## src/adc_scan_dma_capture.sv

```systemverilog
// What this block does
// - Scan four inputs repeatedly once software starts
// - Each conversion updates result, pulses end request
// - One DMA transfer per conversion end request
// - DMA moves register data into RAM only
// - Source is always the fixed result register
// - 40-entry buffer from start address, sequential
// - DMA-end raised when 40 transfers used up
// - One run is ten rounds of four
// - DMA start clears end, enables, awaits trigger
//
// Implementation choices: the address map and the APB interface to the registers.
`timescale 1ns/1ps
`default_nettype none

// -----------------------------------------------------------------
// Shared constants
// -----------------------------------------------------------------
package adc_dma_pkg;
  localparam int          DATA_W       = 16;
  localparam int          SAMPLE_W     = 10;
  localparam int          RESULT_SHIFT = 6;
  localparam int          CHANNELS     = 4;
  localparam int          ROUNDS       = 10;
  localparam int          TRANSFERS    = 40;
  localparam int          ENTRY_BYTES  = 2;
  localparam int          IDX_W        = 6;
  localparam int          DEST_W       = 8;
  localparam int          CLK_PERIOD_NS = 20;
  localparam int          CONV_TIME_NS = 1000;
  localparam int          CONV_CYCLES  = (CONV_TIME_NS + CLK_PERIOD_NS - 1) / CLK_PERIOD_NS;
  localparam logic [11:0] CTRL_OFS     = 12'h000;
  localparam logic [11:0] STATUS_OFS   = 12'h004;
  localparam logic [11:0] DEST_OFS     = 12'h008;
  localparam logic [11:0] COUNT_OFS    = 12'h00C;
  localparam logic [11:0] RESULT_OFS   = 12'h010;
  localparam logic [11:0] LED_OFS      = 12'h014;
  localparam logic [11:0] RAM_BASE     = 12'h100;
  localparam logic [11:0] RAM_LAST     = 12'h19C;
  localparam int          CONV_BIT     = 0;
  localparam int          DMA_BIT      = 1;
  localparam int          IE_BIT       = 2;
  localparam int          END_BIT      = 2;
  localparam logic [DEST_W-1:0] DEST_RESET  = 8'h00;
  localparam logic [IDX_W-1:0]  COUNT_RESET = 6'h28;
  typedef enum logic [1:0] {
    CONV_IDLE = 2'b00,
    CONV_RUN  = 2'b01,
    CONV_HOLD = 2'b10
  } conv_state_type;
endpackage

module adc_scan_dma_capture #(
  parameter int CONV_CYCLES = adc_dma_pkg::CONV_CYCLES,
  parameter int TRANSFERS   = adc_dma_pkg::TRANSFERS
) (
  input  wire logic        pclk,
  input  wire logic        presetn,
  input  wire logic        psel,
  input  wire logic        penable,
  input  wire logic        pwrite,
  input  wire logic [11:0] paddr,
  input  wire logic [31:0] pwdata,
  output var  logic [31:0] prdata,
  output var  logic        pready,
  output var  logic        pslverr,
  input  wire logic [9:0]  analog_input_0,
  input  wire logic [9:0]  analog_input_1,
  input  wire logic [9:0]  analog_input_2,
  input  wire logic [9:0]  analog_input_3,
  output var  logic        conversion_end_request,
  output var  logic        dma_end_request,
  output var  logic        led_output_0,
  output var  logic        led_output_1
);
  localparam int DW = adc_dma_pkg::DATA_W;
  localparam int IW = adc_dma_pkg::IDX_W;
  if (CONV_CYCLES < 1 || CONV_CYCLES > 255) begin : g_conv_check
    $error("adc_scan_dma_capture: CONV_CYCLES out of range");
  end
  if (TRANSFERS != adc_dma_pkg::CHANNELS * adc_dma_pkg::ROUNDS || TRANSFERS > 63) begin : g_xfer_check
    $error("adc_scan_dma_capture: TRANSFERS must equal channels times rounds");
  end
  function automatic logic [DW-1:0] left_justify(input logic [adc_dma_pkg::SAMPLE_W-1:0] s);
    left_justify = DW'({s, {adc_dma_pkg::RESULT_SHIFT{1'b0}}});
  endfunction
  function automatic logic [IW-1:0] ram_index(input logic [11:0] a);
    logic [11:0] off;
    off = a - adc_dma_pkg::RAM_BASE;
    ram_index = off[IW+1:2];
  endfunction
  // -----------------------------------------------------------------
  // State
  // -----------------------------------------------------------------
  adc_dma_pkg::conv_state_type state_q;
  logic [7:0]                    timer_q;
  logic [1:0]                    chan_q;
  logic [DW-1:0]                 result_q;
  logic                          conv_on_q;
  logic                          dma_en_q;
  logic                          end_ie_q;
  logic                          end_flag_q;
  logic [adc_dma_pkg::DEST_W-1:0] dest_q;
  logic [IW-1:0]                 count_q;
  logic [1:0]                    led_q;
  logic [DW-1:0]                 buf_data_q [2];
  logic [IW-1:0]                 buf_idx_q  [2];
  logic                          buf_wp_q;
  logic                          buf_rp_q;
  logic [1:0]                    buf_cnt_q;
  logic [DW-1:0]                 ram_rdata;
  // -----------------------------------------------------------------
  // APB decode
  // -----------------------------------------------------------------
  wire        setup      = psel && !penable;
  wire        access     = psel && penable && !pready;
  wire        done_xfer  = psel && penable && pready;
  wire        wr_done    = done_xfer && pwrite;
  wire        sel_ctrl   = (paddr == adc_dma_pkg::CTRL_OFS);
  wire        sel_status = (paddr == adc_dma_pkg::STATUS_OFS);
  wire        sel_dest   = (paddr == adc_dma_pkg::DEST_OFS);
  wire        sel_count  = (paddr == adc_dma_pkg::COUNT_OFS);
  wire        sel_result = (paddr == adc_dma_pkg::RESULT_OFS);
  wire        sel_led    = (paddr == adc_dma_pkg::LED_OFS);
  wire        sel_ram    = (paddr >= adc_dma_pkg::RAM_BASE) && (paddr <= adc_dma_pkg::RAM_LAST)
                           && (paddr[1:0] == 2'b00);
  wire        mapped     = sel_ctrl || sel_status || sel_dest || sel_count || sel_result
                           || sel_led || sel_ram;
  wire        ram_rd     = setup && !pwrite && sel_ram;
  wire        wr_ctrl    = wr_done && sel_ctrl;
  wire        dma_start  = wr_ctrl && pwdata[adc_dma_pkg::DMA_BIT];
  wire        end_w1c    = wr_done && sel_status && pwdata[adc_dma_pkg::END_BIT];
  // -----------------------------------------------------------------
  // Converter and DMA trigger
  // -----------------------------------------------------------------
  wire [9:0]    sample    = (chan_q == 2'd0) ? analog_input_0 :
                            (chan_q == 2'd1) ? analog_input_1 :
                            (chan_q == 2'd2) ? analog_input_2 : analog_input_3;
  wire          buf_full  = (buf_cnt_q == 2'd2);
  wire          blocked   = dma_en_q && buf_full;
  wire          conv_done = (state_q == adc_dma_pkg::CONV_HOLD) && conv_on_q && !blocked;
  wire          push      = conv_done && dma_en_q;
  wire          last_xfer = push && (count_q == IW'(1));
  wire [IW-1:0] push_idx  = dest_q[IW:1];
  wire          pop       = (buf_cnt_q != 2'd0) && !ram_rd;
  wire          end_flag_d = last_xfer || (end_flag_q && !end_w1c && !dma_start);
  always_ff @(posedge pclk or negedge presetn) begin
    if (!presetn) begin
      state_q <= adc_dma_pkg::CONV_IDLE;
      timer_q <= '0;
      chan_q  <= '0;
    end else begin
      case (state_q)
        adc_dma_pkg::CONV_IDLE: begin
          if (conv_on_q) begin
            state_q <= adc_dma_pkg::CONV_RUN;
            timer_q <= 8'(CONV_CYCLES - 1);
          end
        end
        adc_dma_pkg::CONV_RUN: begin
          if (!conv_on_q) begin
            state_q <= adc_dma_pkg::CONV_IDLE;
          end else if (timer_q == '0) begin
            state_q <= adc_dma_pkg::CONV_HOLD;
          end else begin
            timer_q <= timer_q - 8'h01;
          end
        end
        adc_dma_pkg::CONV_HOLD: begin
          if (!conv_on_q) begin
            state_q <= adc_dma_pkg::CONV_IDLE;
          end else if (conv_done) begin
            state_q <= adc_dma_pkg::CONV_RUN;
            timer_q <= 8'(CONV_CYCLES - 1);
            chan_q  <= chan_q + 2'd1;
          end
        end
        default: state_q <= adc_dma_pkg::CONV_IDLE;
      endcase
    end
  end
  always_ff @(posedge pclk or negedge presetn) begin
    if (!presetn) begin
      result_q               <= '0;
      conversion_end_request <= 1'b0;
    end else begin
      conversion_end_request <= conv_done;
      if (conv_done) begin
        result_q <= left_justify(sample);
      end
    end
  end
  // -----------------------------------------------------------------
  // Control registers
  // -----------------------------------------------------------------
  always_ff @(posedge pclk or negedge presetn) begin
    if (!presetn) begin
      conv_on_q       <= 1'b0;
      dma_en_q        <= 1'b0;
      end_ie_q        <= 1'b0;
      end_flag_q      <= 1'b0;
      dest_q          <= adc_dma_pkg::DEST_RESET;
      count_q         <= adc_dma_pkg::COUNT_RESET;
      led_q           <= '0;
      dma_end_request <= 1'b0;
      led_output_0    <= 1'b0;
      led_output_1    <= 1'b0;
    end else begin
      end_flag_q      <= end_flag_d;
      dma_end_request <= end_flag_q && end_ie_q;
      if (wr_ctrl) begin
        conv_on_q <= pwdata[adc_dma_pkg::CONV_BIT];
        end_ie_q  <= pwdata[adc_dma_pkg::IE_BIT] || dma_start;
      end
      if (last_xfer) begin
        dma_en_q <= 1'b0;
      end else if (wr_ctrl) begin
        dma_en_q <= pwdata[adc_dma_pkg::DMA_BIT];
      end
      if (push) begin
        dest_q  <= dest_q + adc_dma_pkg::DEST_W'(adc_dma_pkg::ENTRY_BYTES);
        count_q <= count_q - IW'(1);
      end else begin
        if (wr_done && sel_dest) begin
          dest_q <= pwdata[adc_dma_pkg::DEST_W-1:0];
        end
        if (wr_done && sel_count) begin
          count_q <= pwdata[IW-1:0];
        end
      end
      if (wr_done && sel_led) begin
        led_q <= pwdata[1:0];
      end
      led_output_0 <= led_q[0];
      led_output_1 <= led_q[1];
    end
  end
  // -----------------------------------------------------------------
  // Two-entry transfer buffer
  // -----------------------------------------------------------------
  always_ff @(posedge pclk or negedge presetn) begin
    if (!presetn) begin
      buf_wp_q  <= 1'b0;
      buf_rp_q  <= 1'b0;
      buf_cnt_q <= '0;
    end else begin
      if (push) begin
        buf_wp_q <= !buf_wp_q;
      end
      if (pop) begin
        buf_rp_q <= !buf_rp_q;
      end
      buf_cnt_q <= buf_cnt_q + 2'(push) - 2'(pop);
    end
  end
  always_ff @(posedge pclk) begin
    if (push) begin
      buf_data_q[buf_wp_q] <= left_justify(sample);
      buf_idx_q[buf_wp_q]  <= push_idx;
    end
  end
  // -----------------------------------------------------------------
  // RAM port: bus reads win, buffer drains otherwise
  // -----------------------------------------------------------------
  wire [IW-1:0] ram_addr = ram_rd ? ram_index(paddr) : buf_idx_q[buf_rp_q];
  scan_result_ram #(
    .WIDTH  (DW),
    .DEPTH  (TRANSFERS),
    .ADDR_W (IW)
  ) u_ram (
    .clk     (pclk),
    .rst_n   (presetn),
    .en      (ram_rd || pop),
    .we      (pop),
    .addr    (ram_addr),
    .wdata   (buf_data_q[buf_rp_q]),
    .rdata_q (ram_rdata)
  );
  // -----------------------------------------------------------------
  // APB answer
  // -----------------------------------------------------------------
  wire [31:0] status_word = {22'h0, chan_q, 4'h0, end_ie_q, end_flag_q, dma_en_q, conv_on_q};
  wire [31:0] rd_mux = sel_ctrl   ? {29'h0, end_ie_q, dma_en_q, conv_on_q} :
                       sel_status ? status_word :
                       sel_dest   ? 32'(dest_q) :
                       sel_count  ? 32'(count_q) :
                       sel_result ? 32'(result_q) :
                       sel_led    ? 32'(led_q) :
                       sel_ram    ? 32'(ram_rdata) : 32'h0000_0000;
  always_ff @(posedge pclk or negedge presetn) begin
    if (!presetn) begin
      pready  <= 1'b0;
      pslverr <= 1'b0;
      prdata  <= '0;
    end else begin
      pready  <= access;
      pslverr <= access && !mapped;
      if (access && !pwrite) begin
        prdata <= rd_mux;
      end
    end
  end
endmodule

`default_nettype wire

```

## src/scan_result_ram.sv

```systemverilog
`timescale 1ns/1ps
`default_nettype none

// -----------------------------------------------------------------
// Single-port result buffer, registered read data
// -----------------------------------------------------------------
module scan_result_ram #(
  parameter int WIDTH  = 16,
  parameter int DEPTH  = 40,
  parameter int ADDR_W = 6
) (
  input  wire logic              clk,
  input  wire logic              rst_n,
  input  wire logic              en,
  input  wire logic              we,
  input  wire logic [ADDR_W-1:0] addr,
  input  wire logic [WIDTH-1:0]  wdata,
  output var  logic [WIDTH-1:0]  rdata_q
);

  logic [WIDTH-1:0] mem [DEPTH];

  if (DEPTH > (1 << ADDR_W)) begin : g_depth_check
    $error("scan_result_ram: DEPTH does not fit ADDR_W");
  end

  wire in_range = (32'(addr) < DEPTH);

  always_ff @(posedge clk) begin
    if (en && we && in_range) begin
      mem[addr] <= wdata;
    end
  end

  always_ff @(posedge clk or negedge rst_n) begin
    if (!rst_n) begin
      rdata_q <= '0;
    end else if (en && !we) begin
      rdata_q <= in_range ? mem[addr] : '0;
    end
  end

endmodule

`default_nettype wire

```

## config.mk

```make
export PLATFORM = sky130hd
export DESIGN_NAME = adc_scan_dma_capture
export DESIGN_NICKNAME = d
export VERILOG_FILES = /design/src/adc_scan_dma_capture.sv /design/src/scan_result_ram.sv
export SDC_FILE = /design/constraint.sdc
export NUM_CORES = 1
export LEC_CHECK = 0
export BUFFER_PORTS_ARGS = -buffer_cell sky130_fd_sc_hd__buf_2
export CORE_MARGIN = 5
export CORE_UTILIZATION = 42
export CTS_BUF_LIST = sky130_fd_sc_hd__clkbuf_16
export CTS_CLUSTER_DIAMETER = 40
export CTS_CLUSTER_SIZE = 25
export DETAILED_ROUTE_END_ITERATION = 16
export HOLD_SLACK_MARGIN = 0.02
export PLACE_DENSITY = 0.65
export SETUP_SLACK_MARGIN = 0.02
export SYNTH_ARGS = -nofsm -noshare
export SYNTH_HDL_FRONTEND = slang
export SYNTH_HIERARCHICAL = 1
export SYNTH_SLANG_ARGS = --single-unit
export TNS_END_PERCENT = 5
```

## constraint.sdc

```tcl
create_clock -name pclk -period 3 [get_ports pclk]
set_input_delay 0.6 -clock pclk [delete_from_list [all_inputs] [get_ports pclk]]
set_output_delay 0.6 -clock pclk [all_outputs]
set_load 0.05 [all_outputs]
```

==> summary.md <==
| Metric | Value |
|---|---|
| Status | `finished clean` |
| Register area | `22300 um2` |
| Boundary Pins | `about 130` |
| Yosys Warn Count | `6` |
| Crit start category | `primary input` |
| Fraction of layout cells with a size suffix above 1 | `0.329` |
| Worst Path Required | `approximately 3500 ps` |
| RSZ-0062 raised after global routing | `yes` |
| Combinational Power Share | `0.070` |
| Post-synth EDFFs | `672` |
| Crit path capture type | `flop` |
| Fmax | `between 300 and 400 MHz` |
| Drt drc | `0` |
| Count of cell types in the netlist | `between 70 and 80` |
| Worst-Margin Slew | `between 900 and 1000 ps` |
| CTS Buffer Depth | `3` |
| P_leak | `between 10 and 15 nW` |
| Post-synthesis cell count | `between 1500 and 2000` |
| Most used cells in the layout excluding fill and tap cells | `edfxtp_1, conb_1, buf_4` |
| Setup Crit Path Kind | `primary input to flop` |
| Clk root buf | `clkbuf_16` |
| Period utilization | `0.991` |
| Initial Utilization | `0.421` |
| Area growth syn-to-layout | `31.5%` |
| Vias in the first global route | `approximately 19000` |
| # setup viols final | `0` |
| P_int | `roughly 0.02 W` |
| Final wirelength | `83500 um` |
| Final Hold Fails | `0` |
| Setup skew after layout | `30.8 ps` |
| Initial antenna violation count | `3` |
| Ys async rst share | `0.111` |
| Via count | `~19000` |
| Commonest non-fill, non-tap cell in the layout | `edfxtp_1` |
| HP Class | `primary input to flop` |
| Number of port buffers | `86` |
| FILL cells | `5693` |
| WL per Instance | `between 20 and 25 um` |
| R2R setup slack | `40 ps` |
| Dpl cell area | `35600 um2` |
| Total Routing Usage GR | `0.208` |
| Arrival @ worst endpoint | `3510 ps` |
| First-pass GRT wire length | `around 120000 um` |
| Mean number of vias per cell | `about 5.4` |
| Total core area | `72600 um2` |
| Multi-input logic area | `approximately 9300 um2` |
| Seq/Total Area, Yosys | `0.729` |
| Max FO, Critical Path | `10` |
| Setup TNS | `0 ps` |
| Clock power frac | `0.472` |
| Pwr Density | `~670 nW/um2` |
| Post-Place Setup Slack | `-980 ps` |
| Max Slew Vio Count | `0` |
| Cts bufs inserted | `roughly 100` |
| Post-route antenna net violation count | `0` |
| Synth Cell Area | `about 31000 um2` |
| # nets final | `roughly 2600` |
| Finished Layout Cells | `3500` |
| Die W | `~280 um` |
| CTS tree | `built` |
| Most common flop cell mapped by yosys | `edfxtp_1` |
| Reg power frac | `0.458` |
| FF+latch count, synth | `between 700 and 800` |
| Final instance area | `40200 um2` |
| DRT Pass-1 Iters | `5` |
| Die span in y | `280 um` |
| Switching part of the total | `0.241` |
| HPWL Detailed | `~54000 um` |
| Largest net degree at the start of global routing | `47` |
| Min Clock Period, post-route | `2970 ps` |
| Net load switching power | `0.00652 W` |
| Gp weighted congestion | `between 0.9 and 1` |
| Clock-pin slew on the worst setup and hold paths | `50 ps` |
| Rows | `99` |
| Sink Count | `756` |
| Initial detailed-routing violation count | `between 1500 and 2000` |
| Die footprint | `~78000 um2` |
| Core Util, Final | `0.554` |
| Peak VDD IR | `0.486 mV` |
| Slew Limit Headroom | `0.340` |
| Setup ws final | `28.3 ps` |
| # Max-Cap Violations | `0` |
| Cell total after placement | `3272` |
| Mean Syn Cell Area | `between 15 and 20 um2` |
| CTS H-Tree Depth | `3` |
| Grt total ovfl | `0` |
| Later-pin clock latency in the skew report | `around 670 ps` |
## power by group through the flow
stage	Clock [W]	Sequential [W]	Combinational (W)
6_report	0.0128	0.0124	0.00188
5_1_grt	0.0134	0.0124	0.00202
4_1_cts	0.0130	0.0124	0.00186
3_5_place_dp	0	0.0126	0.00184
3_3_place_gp	0	0.0126	0.00180
2_1_floorplan	0	0.0124	0.000991
## cell usage after synthesis, types with 12 or more instances
library cell	n	area, um2
mux4_2	73	1640
a221oi_1	78	683
o21ai_0	63	315
a22oi_1	40	300
buf_4	27	203
clkbuf_1	34	128
nand2_1	142	533
o22ai_1	19	119
mux2_2	58	653
o21ai_1	13	65.1
nor2_1	121	454
mux2i_1	54	541
a21oi_1	68	340
a22o_1	12	105
buf_2	50	250
edfxtp_1	672	20200
inv_1	18	67.6
nand3_1	21	105
dfrtp_1	82	2050
## logic make-up (layout without fill, tap and decap cells)
| kind of cell | count (synthesis) | after routing | synth area share |
|---|---|---|---|
| DFF | 756 | 756 | 0.729 |
| xor gates and xnor gates | 11 | 11 | 0.00315 |
| AOI/OAI and AO/OA | 347 | 348 | 0.0778 |
| other | 1 | 257 | 0.000123 |
| buffers and inverters | 145 | 594 | 0.0267 |
| adders and majority gates | 10 | 10 | 0.00409 |
| muxes | 199 | 199 | 0.103 |
| and+or+nand+nor | 366 | 366 | 0.0561 |
## cell type report
type,instances,share of cell area
Sequential cell,756,0.554
Multi-Input combinational cell,1190,0.230
Antenna cell,1,0.0000622
Inverter,19,0.00177
Clock inverter,88,0.0277
Timing Repair Buffer,385,0.0928
Tap cell,959,0.0298
Clock buffer,102,0.0635
## state kept, by name (all words and copies together) (netlist names), 2 cells and up
register       flops
buf_cnt_q          2
buf_data_q        20
buf_idx_q         12
chan_q             2
count_q            6
dest_q             8
led_q              2
prdata            16
result_q          10
state_q            2
timer_q            8
u_ram/mem        640
u_ram/rdata_q     16
## worst max-delay path, cell delays in order
cell and delay, ps:
buf_8 100, nor3_4 180, and4_4 260, nand3_4 150, buf_6 190, a21oi_4 160, buf_12 170, buf_12 160
buf_12 150, mux2_1 330, a221oi_1 310, o22ai_1 150, a22oi_2 250, o211ai_1 140, a22o_1 190
## repair_timing
item                                   4_1_cts  5_1_grt
setup endpoints to repair                  176      125
resized for setup                           41       69
pin swaps                                    7       29
gates cloned                                 2        5
endpoints found under the hold margin       45        0
hold buffers                                 1        0
buffers inserted                             9       20
## routing by layer
layer / vias up / track usage / wire length [um]
met2: 830 / 0.335 / 40000
met1: 9620 / 0.276 / 33200
met4: 2 / 0.0773 / 3090
met3: 178 / 0.0527 / 7280
li1: 8338 / - / -
met5: - / 0 / 11
## worst paths after layout
kind / startpoint / end / cells past startpoint
worst max register to register: buf_rp_q / u_ram/rdata_q[11] / 11
worst max-delay path: paddr[10] / u_ram/rdata_q[3] / 15
worst min-delay path: pwdata[6] / dest_q[6] / 3
max in group asynchronous: presetn / count_q[5] / 3
min in group asynchronous: presetn / conversion_end_request / 2
worst min register to register: led_q[0] / led_output_0 / 0
## through the flow
step	hold WS [ps]	total power, W
6_report	209	0.0270
5_1_grt	202	0.0278
4_1_cts	178	0.0272
3_5_place_dp	409	0.0144
3_3_place_gp	394	0.0144
2_1_floorplan	304	0.0134
Note: power is estimated with default switching activity, not from simulation.
